===== src/verilog/wiper_ctrl_pkg.sv =====
// package for the up/down wiper host controller
// assumes a 250 MHz system clock driving the controller
`default_nettype none
package wiper_ctrl_pkg;
  // clock rate
  localparam int unsigned CLK_MHZ = 250;
  // wiper range
  localparam int unsigned TAP_COUNT = 64;
  localparam int unsigned TAP_W = 6;
  localparam logic [5:0] TAP_MIDSCALE = 6'h1F;
  // step timing, ns, and cycle counts (least times round up)
  localparam int unsigned STEP_HIGH_NS = 100;
  localparam int unsigned STEP_LOW_NS = 100;
  localparam int unsigned STEP_HIGH_CYC = (STEP_HIGH_NS * CLK_MHZ + 999) / 1000;
  localparam int unsigned STEP_LOW_CYC = (STEP_LOW_NS * CLK_MHZ + 999) / 1000;
  // programming timing, ms, and cycle counts
  localparam int unsigned SUPPLY_TO_SEL_MS = 1;
  localparam int unsigned SEL_TO_SUPPLY_OFF_MS = 5;
  localparam int unsigned PROGRAM_PULSE_LOW_MS = 5;
  localparam int unsigned PROGRAM_PULSE_HIGH_MS = 5;
  localparam int unsigned SUPPLY_OFF_TO_SEL_MS = 1;
  localparam int unsigned SUPPLY_TO_SEL_CYC = SUPPLY_TO_SEL_MS * CLK_MHZ * 1000;
  localparam int unsigned SEL_TO_SUPPLY_OFF_CYC =
    SEL_TO_SUPPLY_OFF_MS * CLK_MHZ * 1000;
  localparam int unsigned PROGRAM_PULSE_LOW_CYC =
    PROGRAM_PULSE_LOW_MS * CLK_MHZ * 1000;
  localparam int unsigned PROGRAM_PULSE_HIGH_CYC =
    PROGRAM_PULSE_HIGH_MS * CLK_MHZ * 1000;
  localparam int unsigned SUPPLY_OFF_TO_SEL_CYC =
    SUPPLY_OFF_TO_SEL_MS * CLK_MHZ * 1000;
  // pulse counts for storing and for locking
  localparam logic [2:0] PULSES_STORE = 3'h6;
  localparam logic [2:0] PULSES_LOCK = 3'h7;
  // user command
  typedef struct packed {
    logic up;           // direction of a step burst
    logic [5:0] steps;  // taps to move, 0 means none
  } step_cmd_type;
endpackage
`default_nettype wire


===== src/verilog/wiper_ctrl.sv =====
// host controller driving an up/down wiper part via select and step pins
// assumes synchronous user inputs and the part powered before use
`default_nettype none

// Functional notes
// RULE1: part has 64 taps; host tracks its wiper in 0..63
// RULE2: part reacts to step edges only while select is low
// RULE3: select falling edge latches direction from step pin level
// RULE4: each step rising edge with select low moves one tap
// RULE5: direction holds until the next select falling edge
// RULE6: step low at select rise gives one extra tap
// RULE7: step high at select rise gives no move; then wiper holds
// RULE8: host idles step high so select rise adds no step
// RULE9: increments at top tap leave wiper unchanged
// RULE10: decrements at bottom tap leave wiper unchanged
// RULE11: unprogrammed part powers up at tap 31, adjustable
// RULE12: unlocked programmed part loads stored tap, stays adjustable
// RULE13: program: set tap, step and select high, supply on, select low
// RULE14: each pulse is select high then low for the minimum times
// RULE15: six pulses with supply store the tap, wiper stays adjustable
// RULE16: seven pulses also lock; locked part ignores both pins
// RULE17: host removes supply before raising select to end
// RULE18: after six pulses programming may be entered again
// RULE19: repeated programming ORs new code into stored code
// RULE20: supply presence is a digital qualifier; no pulses when locked
// RULE21: over seven pulses ignored; under six changes nothing
module wiper_ctrl #(
  parameter int unsigned SUPPLY_TO_SEL_CYC =
    wiper_ctrl_pkg::SUPPLY_TO_SEL_CYC,
  parameter int unsigned SEL_TO_SUPPLY_OFF_CYC =
    wiper_ctrl_pkg::SEL_TO_SUPPLY_OFF_CYC,
  parameter int unsigned PROGRAM_PULSE_LOW_CYC =
    wiper_ctrl_pkg::PROGRAM_PULSE_LOW_CYC,
  parameter int unsigned PROGRAM_PULSE_HIGH_CYC =
    wiper_ctrl_pkg::PROGRAM_PULSE_HIGH_CYC,
  parameter int unsigned SUPPLY_OFF_TO_SEL_CYC =
    wiper_ctrl_pkg::SUPPLY_OFF_TO_SEL_CYC
) (
  // clock and reset
  input wire logic clk,
  input wire logic resetn,
  // step command
  input wire logic step_valid,
  input wire wiper_ctrl_pkg::step_cmd_type step_cmd,
  output logic step_ready,
  // programming command
  input wire logic program_valid,
  input wire logic program_lock,
  output logic program_ready,
  // status
  input wire logic [5:0] boot_tap,
  input wire logic boot_locked,
  output logic [5:0] wiper_tap,
  output logic locked,
  output logic busy,
  // device pins
  output logic select_n,
  output logic step_dir,
  output logic program_supply
);
  // ---------------------------------------------------------------
  // state
  // ---------------------------------------------------------------
  typedef enum logic [3:0] {
    IDLE, S_DIR, S_SEL, S_LOW, S_HIGH, S_END,
    P_SUPPLY, P_SEL, P_HIGH, P_LOW, P_HOLD, P_OFF, P_END
  } state_type;

  state_type state;
  state_type next_state;
  logic [31:0] timer;
  logic [31:0] next_timer;
  logic [5:0] remain;
  logic [5:0] next_remain;
  logic dir_up;
  logic [2:0] pulses;
  logic [2:0] next_pulses;
  logic lock_req;
  logic boot_seen;

  // ---------------------------------------------------------------
  // decoding
  // ---------------------------------------------------------------
  // timer expiry and saturating tap arithmetic
  wire timer_done = (timer == 32'h0);
  wire at_top = (wiper_tap == 6'h3F);                        // RULE1
  wire at_bottom = (wiper_tap == 6'h00);
  wire [5:0] tap_up = at_top ? wiper_tap : wiper_tap + 6'h01;     // RULE9
  wire [5:0] tap_down = at_bottom ? wiper_tap : wiper_tap - 6'h01; // RULE10
  wire [5:0] tap_next = dir_up ? tap_up : tap_down;            // RULE5
  wire [2:0] pulse_target = lock_req ? wiper_ctrl_pkg::PULSES_LOCK
                                     : wiper_ctrl_pkg::PULSES_STORE;
  // handshakes: a locked part takes no orders
  assign step_ready = (state == IDLE) && !locked && boot_seen; // RULE16
  assign program_ready = step_ready;                           // RULE20
  assign busy = (state != IDLE) || !boot_seen;

  // ---------------------------------------------------------------
  // sequencing
  // ---------------------------------------------------------------
  // next state, timer and counters
  always_comb
  begin
    next_state = state;
    next_timer = timer_done ? 32'h0 : timer - 32'h1;
    next_remain = remain;
    next_pulses = pulses;
    case (state)
      IDLE:
      begin
        if (step_ready && step_valid && step_cmd.steps != 6'h00)
        begin
          next_state = S_DIR;
          next_remain = step_cmd.steps;
          next_timer = wiper_ctrl_pkg::STEP_HIGH_CYC;
        end
        else if (program_ready && program_valid)
        begin
          next_state = P_SUPPLY;                               // RULE13
          next_pulses = 3'h0;
          next_timer = SUPPLY_TO_SEL_CYC;
        end
      end
      // direction set up on step pin, then select falls
      S_DIR:
        if (timer_done)
        begin
          next_state = S_SEL;
          next_timer = wiper_ctrl_pkg::STEP_HIGH_CYC;
        end
      S_SEL:
        if (timer_done)
        begin
          next_state = S_LOW;
          next_timer = wiper_ctrl_pkg::STEP_LOW_CYC;
        end
      S_LOW:
        if (timer_done)
        begin
          next_state = S_HIGH;                                 // RULE4
          next_remain = remain - 6'h01;
          next_timer = wiper_ctrl_pkg::STEP_HIGH_CYC;
        end
      S_HIGH:
        if (timer_done)
        begin
          if (remain == 6'h00)
          begin
            next_state = S_END;
            next_timer = wiper_ctrl_pkg::STEP_HIGH_CYC;
          end
          else
          begin
            next_state = S_LOW;
            next_timer = wiper_ctrl_pkg::STEP_LOW_CYC;
          end
        end
      S_END:
        if (timer_done)
          next_state = IDLE;
      P_SUPPLY:
        if (timer_done)
        begin
          next_state = P_SEL;
          next_timer = PROGRAM_PULSE_LOW_CYC;
        end
      P_SEL:
        if (timer_done)
        begin
          next_state = P_HIGH;                                 // RULE14
          next_timer = PROGRAM_PULSE_HIGH_CYC;
        end
      P_HIGH:
        if (timer_done)
        begin
          next_state = P_LOW;
          next_pulses = pulses + 3'h1;
          next_timer = PROGRAM_PULSE_LOW_CYC;
        end
      P_LOW:
        if (timer_done)
        begin
          if (pulses == pulse_target)                          // RULE15
          begin
            next_state = P_HOLD;
            next_timer = SEL_TO_SUPPLY_OFF_CYC;
          end
          else
          begin
            next_state = P_HIGH;
            next_timer = PROGRAM_PULSE_HIGH_CYC;
          end
        end
      P_HOLD:
        if (timer_done)
        begin
          next_state = P_OFF;                                  // RULE17
          next_timer = SUPPLY_OFF_TO_SEL_CYC;
        end
      P_OFF:
        if (timer_done)
          next_state = P_END;
      P_END:
        next_state = IDLE;                                     // RULE18
      default:
        next_state = IDLE;
    endcase
  end

  // state registers
  always_ff @(posedge clk or negedge resetn)
  begin
    if (!resetn)
    begin
      state <= IDLE;
      timer <= 32'h0;
      remain <= 6'h00;
      pulses <= 3'h0;
    end
    else
    begin
      state <= next_state;
      timer <= next_timer;
      remain <= next_remain;
      pulses <= next_pulses;
    end
  end

  // ---------------------------------------------------------------
  // pins and wiper tracking
  // ---------------------------------------------------------------
  // boot value caught after reset release; direction and lock latched
  always_ff @(posedge clk or negedge resetn)
  begin
    if (!resetn)
    begin
      boot_seen <= 1'b0;
      wiper_tap <= wiper_ctrl_pkg::TAP_MIDSCALE;               // RULE11
      locked <= 1'b0;
      dir_up <= 1'b1;
      lock_req <= 1'b0;
      select_n <= 1'b1;
      step_dir <= 1'b1;                                        // RULE8
      program_supply <= 1'b0;
    end
    else
    begin
      if (!boot_seen)
      begin
        boot_seen <= 1'b1;
        wiper_tap <= boot_tap;                                 // RULE12
        locked <= boot_locked;
      end
      if (state == IDLE && next_state == S_DIR)
      begin
        dir_up <= step_cmd.up;
        step_dir <= step_cmd.up;
      end
      if (state == IDLE && next_state == P_SUPPLY)
      begin
        lock_req <= program_lock;
        program_supply <= 1'b1;                                // RULE20
      end
      if (state == S_DIR && timer_done)
        select_n <= 1'b0;                                      // RULE3
      // step pin falls before every step, the first and each later one
      if (state == S_SEL && timer_done)
        step_dir <= 1'b0;
      if (state == S_HIGH && timer_done && remain != 6'h00)
        step_dir <= 1'b0;                                      // RULE4
      if (state == S_LOW && timer_done)
      begin
        step_dir <= 1'b1;                                      // RULE2
        wiper_tap <= tap_next;
      end
      if (state == S_END && timer_done)
        select_n <= 1'b1;                                      // RULE7
      if (state == P_SUPPLY && timer_done)
        select_n <= 1'b0;
      if (state == P_SEL && timer_done)
        select_n <= 1'b1;
      // no rise after the last pulse: select stays low past supply off
      if (state == P_LOW && timer_done && pulses != pulse_target)
        select_n <= 1'b1;                                      // RULE15
      if (state == P_HIGH && timer_done)
        select_n <= 1'b0;
      if (state == P_HOLD && timer_done)
        program_supply <= 1'b0;
      if (state == P_OFF && timer_done)
        select_n <= 1'b1;
      if (state == P_END && lock_req)
        locked <= 1'b1;                                        // RULE16
    end
  end
endmodule
`default_nettype wire


===== config.mk =====
export PLATFORM = sky130hd
export DESIGN_NAME = wiper_ctrl
export DESIGN_NICKNAME = d
export VERILOG_FILES = /design/src/verilog/wiper_ctrl_pkg.sv /design/src/verilog/wiper_ctrl.sv
export SDC_FILE = /design/constraint.sdc
export NUM_CORES = 1
export LEC_CHECK = 0
export BUFFER_PORTS_ARGS = -buffer_cell sky130_fd_sc_hd__buf_4
export CAP_MARGIN = 20
export CORE_MARGIN = 3
export CORE_UTILIZATION = 50
export CTS_BUF_LIST = sky130_fd_sc_hd__clkbuf_8
export CTS_CLUSTER_DIAMETER = 40
export DETAILED_ROUTE_END_ITERATION = 6
export PLACE_DENSITY_LB_ADDON = 0.15
export SLEW_MARGIN = 5
export SYNTH_ARGS = -nofsm -noshare
export SYNTH_HDL_FRONTEND = slang
export SYNTH_SLANG_ARGS = --single-unit

===== constraint.sdc =====
create_clock -name clk -period 7 [get_ports clk]
set_clock_uncertainty 0.05 [all_clocks]
set_input_delay 1.4 -clock clk [delete_from_list [all_inputs] [get_ports clk]]
set_output_delay 1.4 -clock clk [all_outputs]
set_load 0.05 [all_outputs]

* Yosys cells after proc, flatten, opt, wreduce, memory -nomap -nowiden
Cells that the tools add are included.
** Cells by class
- $add $sub $neg :: 5
- Eq/ne operators :: 26
- Multiplexer cells :: 51
- Reduce and logical (&&, ||, !) cells :: 41
** Operator list (number)
- 32-bit 2-to-1 mux :: 6
- 32-bit one-hot mux with 4 select lines :: 1
- 4-bit 2-to-1 mux :: 13
- 4-bit one-hot mux with 12 select lines :: 1
- 6-bit 2-to-1 mux :: 7
- 32-bit logical NOT :: 1
- 32-bit by 1-bit subtractor with 32-bit output (second input constant) :: 1
- 1-bit logical AND :: 21
- 4-bit by 3-bit equality test with 1-bit output (second input constant) :: 5
- 4-bit equality test (second input constant) :: 5
- 1-bit 2-to-1 mux :: 16
- 6-bit logical NOT :: 2
- 3-bit 2-to-1 mux :: 4
- 6-bit one-hot mux with 2 select lines :: 1
- 6-bit nonzero test :: 2
- 6-bit by 1-bit subtractor with 6-bit output (second input constant) :: 2
- 2-bit inequality test (second input constant) :: 5
- 4-bit by 1-bit equality test with 1-bit output (second input constant) :: 2
- 4-bit by 2-bit equality test with 1-bit output (second input constant) :: 2
- 4-bit nonzero test :: 2
- 4-bit OR reduction :: 2
- 7-bit nonzero test :: 1
- 6-bit by 1-bit adder with 6-bit output (second input constant) :: 1
- 6-bit equality test (second input constant) :: 1
- 13 further kinds :: 19
** Storage, ports and cells
- Register bits :: 58
- Input bits :: 19
- Output and inout bits :: 13
- Word-level logic and storage cells :: 135

* Depth between registers and ports, before layout
Gate-level depths: netlist of run 1.
- Depth in word-level cells :: 13
- Depth in mapped cells :: 10
- Depth with buffers taken out :: 7

* Least setup slack after synthesis of run 1
No wires, ideal clock.
- Path kind :: register to output
- Start :: reg locked
- End :: out step_ready
- Data arrival time :: 1.768 ns
- Data required time :: 5.550 ns
- Setup slack :: 3.782 ns
- Cell stages (with the launch flop) :: 4
- Buffers on the path :: 2
- Cell sequence :: dfrtp_1 and4b_1 clkbuf_1 buf_4
** Between the ends
- Longest elaborated chain between the ends :: 3
** Ends and longest elaborated chain
- from (decl) :: RTL line wiper_ctrl.sv:54 : output logic locked,
- from (signal assigned) :: RTL line wiper_ctrl.sv:252 : locked <= boot_locked;
- 1-bit logical NOT :: RTL line wiper_ctrl.sv:94 : assign step_ready = (state == IDLE) && !locked && boot_seen;
- 1-bit logical AND (2 in series) :: RTL line wiper_ctrl.sv:94
- to (decl) :: RTL line wiper_ctrl.sv:45 : output logic step_ready,
Every way passes these cells.

* Worst setup path in the final report of run 1
- Start :: in step_cmd[0] (netlist bit)
- End :: reg timer[9]
** Between the ends
- Longest elaborated chain between the ends :: 4
** Ends and longest elaborated chain
- from (decl) :: RTL line wiper_ctrl.sv:44 : input wire wiper_ctrl_pkg::step_cmd_type step_cmd,
- 6-bit nonzero test :: RTL line wiper_ctrl.sv:111 : if (step_ready && step_valid && step_cmd.steps != 6'h00)
- 1-bit logical AND :: RTL line wiper_ctrl.sv:111
- 32-bit 2-to-1 mux :: RTL line wiper_ctrl.sv:111
- 32-bit one-hot mux with 4 select lines :: RTL line wiper_ctrl.sv:108 : case (state)
- via next_timer[9] :: RTL line wiper_ctrl.sv:72 : logic [31:0] next_timer;
- to (signal assigned) :: RTL line wiper_ctrl.sv:223 : timer <= next_timer;
- to (decl) :: RTL line wiper_ctrl.sv:71 : logic [31:0] timer;
The timed path passes the listed nets, and every way through them passes these cells.
A chain may end at the register's enable or synchronous reset.

==> results of run 1 <==
==> cell type report <==
cell class / count / area, um^2 / share of cell area, %
sequential: 58 / 1461 / 36.47
clock inverter: 6 / 81.33 / 2.029
multi-input combinational: 291 / 1922 / 47.96
timing repair buffer: 31 / 232.7 / 5.807
clock buffer: 10 / 137.6 / 3.434
inverter: 15 / 56.30 / 1.405
tap: 93 / 116.4 / 2.904
==> Yosys cell counts, types with 3 or more instances <==
master,instances,area [um^2]
dfrtp_1,50,1251
nor2_1,38,142.6
nor3_1,31,155.2
xnor2_1,23,201.4
nand2_1,21,78.83
inv_1,15,56.30
nand3_1,14,70.07
clkbuf_1,13,48.80
o21ai_0,13,65.06
or3_1,13,81.33
a21oi_1,11,55.05
nor4_1,11,68.82
a211oi_1,10,75.07
or4_1,10,75.07
ha_1,9,112.6
xor2_1,9,78.83
dfstp_2,8,210.2
o211ai_1,7,52.55
mux2i_1,4,40.04
nand4_1,4,25.02
a21boi_0,3,22.52
buf_4,3,22.52
mux2_2,3,33.78
nand2b_1,3,18.77
nor3b_1,3,22.52
o21a_1,3,22.52
o31ai_1,3,22.52
==> through the flow <==
stage	util, %	power (W)	cell area (um^2)	cells
after floorplan	-	0.0003952	3520	382
after global placement	57.69	0.0004221	3789	488
after detailed placement	57.69	0.0004239	3789	488
after CTS	61.02	0.0007655	4008	504
after global routing	61.02	0.0007883	4008	504
final	61.02	0.0007636	4008	504
==> worst min path at each step <==
| stage | slack [ns] | endpoint |
|---|---|---|
| 2_1_floorplan | 0.44 | pulses[1] |
| 3_3_place_gp | 0.43 | program_supply |
| 3_5_place_dp | 0.44 | program_supply |
| 4_1_cts | 0.45 | program_supply |
| 5_1_grt | 0.49 | program_supply |
| 6_report | 0.45 | program_supply |
==> power by group through the flow <==
| stage | Sequential (W) | Clock (W) | Combinational, W |
|---|---|---|---|
| 2_1_floorplan | 0.000367 | 0 | 0.0000283 |
| 3_3_place_gp | 0.000356 | 0 | 0.0000663 |
| 3_5_place_dp | 0.000356 | 0 | 0.0000679 |
| 4_1_cts | 0.000350 | 0.000347 | 0.0000683 |
| 5_1_grt | 0.000351 | 0.000363 | 0.0000743 |
| 6_report | 0.000350 | 0.000346 | 0.0000678 |
==> sequential cells by signal, indices dropped and copies added (netlist names) <==
register	count
timer	32
remain	6
wiper_tap	6
state	4
pulses	3
boot_seen	1
dir_up	1
lock_req	1
locked	1
program_supply	1
select_n	1
step_dir	1
==> routing by layer <==
layer	global-route usage, %	part of all wire (%)	routed length [um]	vias to the layer above
met5	0	0	0	-
met2	33.58	48	3895	48
met4	7.143	1.2	102	0
met3	3.339	3.3	266	9
met1	29.09	48	3921	1468
li1	-	-	-	1460
==> cell families (layout without fill, tap and decap cells) <==
| kind of cell | Yosys count | count (layout) |
|---|---|---|
| AND/OR/NAND/NOR | 165 | 165 |
| AO/OA/AOI/OAI | 76 | 76 |
| flip-flops | 58 | 58 |
| buffers and inverters | 33 | 62 |
| XOR/XNOR | 32 | 32 |
| adder cells (fa/ha/maj) | 10 | 10 |
| multiplexers | 7 | 7 |
| other | 1 | 1 |
==> out/results.ini, run 1 <==
[outcome]
status = complete, no violations

[clocking]
clock-sinks = 58
post_cts_buffers = 0
cts_tree = yes
clockBufferDepth = 2
clkSlewWorstSetupHoldPaths_ns = 0.06
cts_hold_buffers = 0
post_cts_resized = 0
cts-root-buf = clkbuf_8
numCtsBuffers = 9
cts-htree-levels = 3
clock_latency_ns = 0.35

[synthesis]
synth-simple-area-share_pct = 25.42
synthesis.instances = 382
async_flop_share_pct = 100.0
syn_nets = 411
yosysUniqueCellTypes = 62
synth_seq_cells = 58
synth_top_family_by_area = simple AND/OR/NAND/NOR gates
yosysSeqAreaShare_pct = 41.52
syn_avg_cell_area_um2 = 9.214
synth_xor_area_share_pct = 7.963
synth_compound_area_share_pct = 15.25
post_synth_fa_ha_maj_area_fraction_pct = 3.768
synth_edf_count = 0
synth_area_mm2 = 0.003520
synthMuxAreaShare_pct = 2.097
yosys_warnings = 0
synth_ff_type = dfrtp_1

[power]
clockPowerShare_pct = 45.3
seq_power_share_pct = 45.9
power_density_mw_per_mm2 = 190.5
peakVddDrop_v = 0.0001437
swShare_pct = 24.46
switchingPower_w = 0.0001868
p_leak_nw = 1.629
combinationalPowerShare_pct = 8.9
p_int_w = 0.0005769

[route]
route.vias.total = 2985
wire_per_inst_um = 16.24
firstDrtPassIters = 4
remaining_drc_errors = 0
routed_wl_um = 8184
ant_nets = 0
first_iter_violations = 206
vias_per_cell = 5.923

[critical_path]
cpPeakStageDelay_ns = 0.75
path_max_fanout = 23
crit_buf_inv = 1
crit_cells = 6
cp_data_required_time_ns = 7.19
critPathSlowestCell = nand3_1
rr_endpoint = timer[9]
arrival_ns = 4.01
worstSetupStartpointType = input port
endpoint_kind = register
crit_type = input port to register
r2r_slack_ns = 3.54
timing.rr.start = timer[15]
crit_chain = buf_4, or4_1, o31a_1, nand2_1, nand3_1, a221oi_1
cp_top_family = simple AND/OR/NAND/NOR gates
r2r_cells = 5
crit_start = step_cmd[0]
endpoint = timer[9]

[sta]
worst_pin_slew_ns = 0.9074
rsz0062_at_grt = no
fin_setup_tns_ns = 0
max-slew-margin-rel_pct = 39.33
holdWs_ns = 0.4470
finalCriticalPeriod_ns = 3.820
period_share_pct = 54.58
drv_slew = 0
setup_violations = 0
worst_slack_ns = 3.180
max_clock_freq_mhz = 261.7
hold_viol_final = 0

[floorplan]
die_area_mm2 = 0.008082
num_rows = 29
die_h_um = 89.90
core-area_mm2 = 0.006568
start_util_pct = 53.59
io_pins = 32
die_w_um = 89.90

[place]
portBuffers = 31
hpwl_um = 5579
pre_cts_slack_ns = 2.824
gp_congestion = 0.8883

[cells_and_area]
syn_to_final_growth_pct = 13.86
final_common_cell = dfrtp_1
layout.nets = 435
mostFrequentLayoutCells = dfrtp_1, nor2_1, nor3_1, buf_4, xnor2_1
n_antenna_cell = 0
drive_gt1_share_pct = 16.30
fillerInstances = 551

[run]
maxCapViolations = 0

[hold_path]
min_path_type = register to register
worstHoldStart = program_supply
hold_depth = 1

[global_routing]
overflow = 0
grt_pass1_vias = 2896
grt_max_degree = 59
antenna_found_initial = 0
grt_pass1_wl_um = 14030
grt_usage_pct = 20.97

No activity file was read; power rests on OpenSTA's default activity.
==> run 2, diff against run 1 <==
clock period = 3.3 ns   (was 7 ns; I/O delays follow)
==> out/results.ini, run 2 (synthesized netlist as in run 1, its figures left out) <==
[outcome]
status = complete, no violations

[critical_path]
cp_data_required_time_ns = 3.50  ; -3.69 ns
crit_type = register to register
critPathSlowestCell = or3_1
cpMostUsedCell = or3_1
r2r_cells = 7  ; +2
endpoint_kind = register
timing.rr.start = timer[0]
worstSetupStartpointType = register
crit_chain = inv_1, ha_1, or4b_1, or3_1, or3_1, or3_1, a32oi_1
crit_start = timer[0]
arrival_ns = 3.19  ; -0.82 ns
path_max_fanout = 16  ; -30%
cpPeakStageDelay_ns = 0.60  ; -0.15 ns

[clocking]
clockBufferDepth = 2  ; unchanged
clkSlewWorstSetupHoldPaths_ns = 0.06  ; about the same
cts_tree = yes
cts-htree-levels = 3  ; unchanged
clock_latency_ns = 0.34  ; about the same
numCtsBuffers = 9  ; unchanged
post_cts_buffers = 0  ; unchanged
clock-sinks = 58  ; unchanged
cts-root-buf = clkbuf_8
cts_hold_buffers = 0  ; unchanged
post_cts_resized = 0  ; unchanged

[floorplan]
die_h_um = 89.90  ; unchanged
die_w_um = 89.90  ; unchanged
io_pins = 32  ; unchanged
start_util_pct = 53.59  ; unchanged
num_rows = 29  ; unchanged
core-area_mm2 = 0.006568  ; unchanged
die_area_mm2 = 0.008082  ; unchanged

[sta]
setup_violations = 0  ; unchanged
fin_setup_tns_ns = 0  ; unchanged
finalCriticalPeriod_ns = 2.986
drv_slew = 0  ; unchanged
period_share_pct = 90.48
rsz0062_at_grt = no
hold_viol_final = 0  ; unchanged
max-slew-margin-rel_pct = 51.19  ; +12 points
worst_pin_slew_ns = 0.7322  ; -0.1752 ns
max_clock_freq_mhz = 334.9

[power]
peakVddDrop_v = 0.0002145  ; +49%
power_density_mw_per_mm2 = 353.5  ; +86%
p_leak_nw = 1.662  ; +2.1%
power_w = 0.001422  ; +86%

[run]
maxCapViolations = 0  ; unchanged

[cells_and_area]
layout.nets = 446  ; +2.5%
largest_reg_flops = 32  ; unchanged
top_regs = timer: 32 flops, remain: 6 flops, wiper_tap: 6 flops
final_common_cell = dfrtp_1
syn_to_final_growth_pct = 14.29
fillerInstances = 574  ; +4.2%
finalNonFillerCells = 514  ; +2.0%
max_flop_register = timer
n_antenna_cell = 0  ; unchanged
mostFrequentLayoutCells = dfrtp_1, buf_4, nor2_1
drive_gt1_share_pct = 18.05  ; +1.8 points
fin_area_mm2 = 0.004023  ; +0.37%

[route]
route.vias.total = 3067  ; +2.7%
vias_per_cell = 5.967  ; +0.75%
remaining_drc_errors = 0  ; unchanged
first_iter_violations = 135  ; -34%
ant_nets = 0  ; unchanged
firstDrtPassIters = 4  ; unchanged
wire_per_inst_um = 16.05  ; -1.2%
routed_wl_um = 8249  ; +0.79%

[global_routing]
antenna_found_initial = 0  ; unchanged
grt_usage_pct = 21.02  ; +0.047 points
overflow = 0  ; unchanged
grt_pass1_wl_um = 13870  ; -1.2%
grt_pass1_vias = 2956  ; +2.1%
grt_max_degree = 59  ; unchanged

[hold_path]
min_path_type = input port to async pin

[place]
portBuffers = 31  ; unchanged
hpwl_um = 5867  ; +5.1%
placed_cell_area_mm2 = 0.003871  ; +2.2%
gp_congestion = 0.8524  ; -4.0%
placed_cells = 499  ; +2.3%

[run 2: critical path: cells and delay by family, from the launching register on]
kind / cells / cell delay [ns]
DFF: 1 / 0.40
and+or+nand+nor: 4 / 2.00
adders and majority gates: 1 / 0.14
AOI/OAI and AO/OA: 1 / 0.19
buffers and inverters: 1 / 0.11
[run 2: cell type report]
cell class	instances	area, um^2	share of cell area [%]
timing repair buffer	42	315.3	7.838
tap	93	116.4	2.893
multi-input combinational	291	1922	47.78
sequential	58	1461	36.33
clock inverter	6	27.53	0.6843
clock buffer	9	123.9	3.079
inverter	15	56.30	1.400
[run 2: where the power goes]
group          switching [W]  internal, W
registers          0.0000163     0.000726
clock network       0.000279     0.000257
logic              0.0000865    0.0000576
total               0.000382      0.00104
[run 2: worst paths after layout]
path | slack (ns) | end
min in group clk | 0.45 | wiper_tap[3]
max in group asynchronous | 2.38 | timer[3]
worst min register to register | 0.45 | wiper_tap[3]
worst max-delay path | 0.31 | state[0]
worst min-delay path | 0.33 | pulses[0]
worst max register to register | 0.31 | state[0]
[run 2: metrics by stage]
step / worst slack [ns] / util, % / hold WS (ns)
5_1_grt: 0.1637 / 61.25 / 0.3897
2_1_floorplan: 0.6255 / - / 0.3144
3_3_place_gp: 0.3596 / 58.94 / 0.4299
6_report: 0.3142 / 61.25 / 0.3325
3_5_place_dp: 0.3411 / 58.94 / 0.4351
4_1_cts: 0.3228 / 61.25 / 0.3571
[run 2: per-layer routing]
| layer | vias up | part of all wire (%) | track usage, % |
|---|---|---|---|
| li1 | 1484 | - | - |
| met1 | 1510 | 48 | 29.19 |
| met2 | 61 | 47 | 32.89 |
| met3 | 12 | 3.5 | 4.174 |
| met4 | 0 | 1.8 | 7.398 |
| met5 | - | 0 | 0 |
==> run 3, diff against run 2 <==
GPL_TIMING_DRIVEN = 0   (was default)
==> out/results.ini, run 3 (synthesized netlist as in run 1, its figures left out) <==
[route]
firstDrtPassIters = 6  ; +2
route.vias.total = 3147  ; +2.6%
routed_wl_um = 8795  ; +6.6%
first_iter_violations = 277  ; +110%
wire_per_inst_um = 16.85  ; +5.0%
vias_per_cell = 6.029  ; +1.0%
remaining_drc_errors = 0  ; unchanged
ant_nets = 0  ; unchanged

[run]
maxCapViolations = 0  ; unchanged

[place]
placed_cells = 506  ; +1.4%
gp_congestion = 0.9170  ; +7.6%
portBuffers = 31  ; unchanged
hpwl_um = 6042  ; +3.0%

[cells_and_area]
post-route-util_pct = 61.71  ; +0.46 points
top_regs = timer: 32 flops, remain: 6 flops, wiper_tap: 6 flops
finalNonFillerCells = 522  ; +1.6%
layout.nets = 453  ; +1.6%
largest_reg_flops = 32  ; unchanged
n_antenna_cell = 0  ; unchanged
syn_to_final_growth_pct = 15.14
max_flop_register = timer
fillerInstances = 550  ; -4.2%
drive_gt1_share_pct = 16.55  ; -1.5 points
final_common_cell = dfrtp_1
mostFrequentLayoutCells = dfrtp_1, nor2_1, buf_4

[critical_path]
crit_chain = or4_4, or3_1, clkbuf_1, buf_1, nor4_2, o21ai_0, mux2_2
arrival_ns = 3.33  ; +0.14 ns
crit_buf_inv = 2  ; +1
cp_top_family = simple AND/OR/NAND/NOR gates
cp_data_required_time_ns = 3.47  ; -0.03 ns
r2r_cells = 7  ; unchanged
cpPeakStageDelay_ns = 0.64  ; +0.04 ns
crit_type = register to register
crit_start = timer[15]
r2r_slack_ns = 0.14  ; -0.17 ns
worstSetupStartpointType = register
rr_endpoint = pulses[0]
path_max_fanout = 10  ; -6
timing.rr.start = timer[15]
critPathSlowestCell = nor4_2
endpoint_kind = register

[global_routing]
grt_usage_pct = 23.00  ; +2.0 points
grt_pass1_wl_um = 15120  ; +9.0%
grt_pass1_vias = 3109  ; +5.2%
overflow = 0  ; unchanged
grt_max_degree = 59  ; unchanged
antenna_found_initial = 0  ; unchanged

[sta]
hold_viol_final = 0  ; unchanged
finalCriticalPeriod_ns = 3.156  ; +0.1705 ns
rsz0062_at_grt = yes
drv_slew = 0  ; unchanged
worst_pin_slew_ns = 0.9229  ; +0.1907 ns
setup_violations = 0  ; unchanged
max_clock_freq_mhz = 316.8  ; -5.4%
period_share_pct = 95.65  ; +5.2 points
max-slew-margin-rel_pct = 38.00  ; -13 points

[clocking]
cts_tree = yes
cts_hold_buffers = 0  ; unchanged
clock_latency_ns = 0.34  ; about the same
clkSlewWorstSetupHoldPaths_ns = 0.07  ; about the same
cts-root-buf = clkbuf_8
clock-sinks = 58  ; unchanged
numCtsBuffers = 9  ; unchanged
cts-htree-levels = 3  ; unchanged
clockBufferDepth = 2  ; unchanged
post_cts_buffers = 0  ; unchanged

[hold_path]
min_path_type = input port to async pin

[outcome]
status = complete, no violations

[floorplan]
io_pins = 32  ; unchanged
core-area_mm2 = 0.006568  ; unchanged
num_rows = 29  ; unchanged
die_h_um = 89.90  ; unchanged
die_area_mm2 = 0.008082  ; unchanged
die_w_um = 89.90  ; unchanged
start_util_pct = 53.59  ; unchanged

[power]
power_w = 0.001498  ; +5.4%
power_density_mw_per_mm2 = 369.7  ; +4.6%
peakVddDrop_v = 0.0002211  ; +3.1%
p_leak_nw = 1.658  ; -0.28%

run 3: per-stage QoR:
step	setup slack, ns	hold WS [ns]	setup TNS, ns	area, um^2
after floorplan	0.6255	0.3144	0	3520
after global placement	0.1759	0.4292	0	3869
after detailed placement	0.1706	0.4315	0	3869
after CTS	0.1522	0.3533	0	4051
after global routing	-0.005228	0.3889	-0.005228	4053
final	0.1437	0.3413	0	4053
run 3: timing repair:
action,CTS,global route
endpoints found under the hold margin,0,0
endpoints found under the setup margin,0,3
resized for setup,0,2
run 3: area by class of cell:
| type | instances | area, um^2 | area share [%] |
|---|---|---|---|
| Tap cell | 93 | 116.4 | 2.871 |
| Sequential cell | 58 | 1461 | 36.06 |
| Timing Repair Buffer | 31 | 232.7 | 5.743 |
| Inverter | 15 | 56.30 | 1.389 |
| Multi-Input combinational cell | 291 | 1922 | 47.42 |
| Clock buffer | 12 | 165.2 | 4.075 |
| Clock inverter | 4 | 17.52 | 0.4322 |
| Buffer | 18 | 81.33 | 2.007 |
run 3: worst reg2reg max path, stage by stage (launching register included):
cell and delay [ns]:
dfrtp_1 0.40, or4_4 0.58, or3_1 0.39, clkbuf_1 0.17, buf_1 0.28, nor4_2 0.64, o21ai_0 0.22, mux2_2 0.31
run 3: worst max path at each step:
stage / cells after the start / endpoint
global placement: 7 / pulses[0]
global route: 7 / pulses[0]
detailed placement: 7 / pulses[0]
finish: 7 / pulses[0]
floorplan: 6 / remain[3]
CTS: 7 / pulses[0]
run 3: power breakdown:
group,switching (W),internal (W)
Sequential,0.0000144,0.000726
Clock,0.000284,0.000326
Combinational,0.0000894,0.0000578
run 3: routing by layer:
metal | GRT usage [%] | up-vias | share of wire (%)
li1 | - | 1485 | -
met1 | 31.38 | 1558 | 46
met2 | 37.03 | 94 | 48
met3 | 4.674 | 10 | 4.8
met4 | 7.143 | 0 | 1.3
met5 | 0 | - | 0
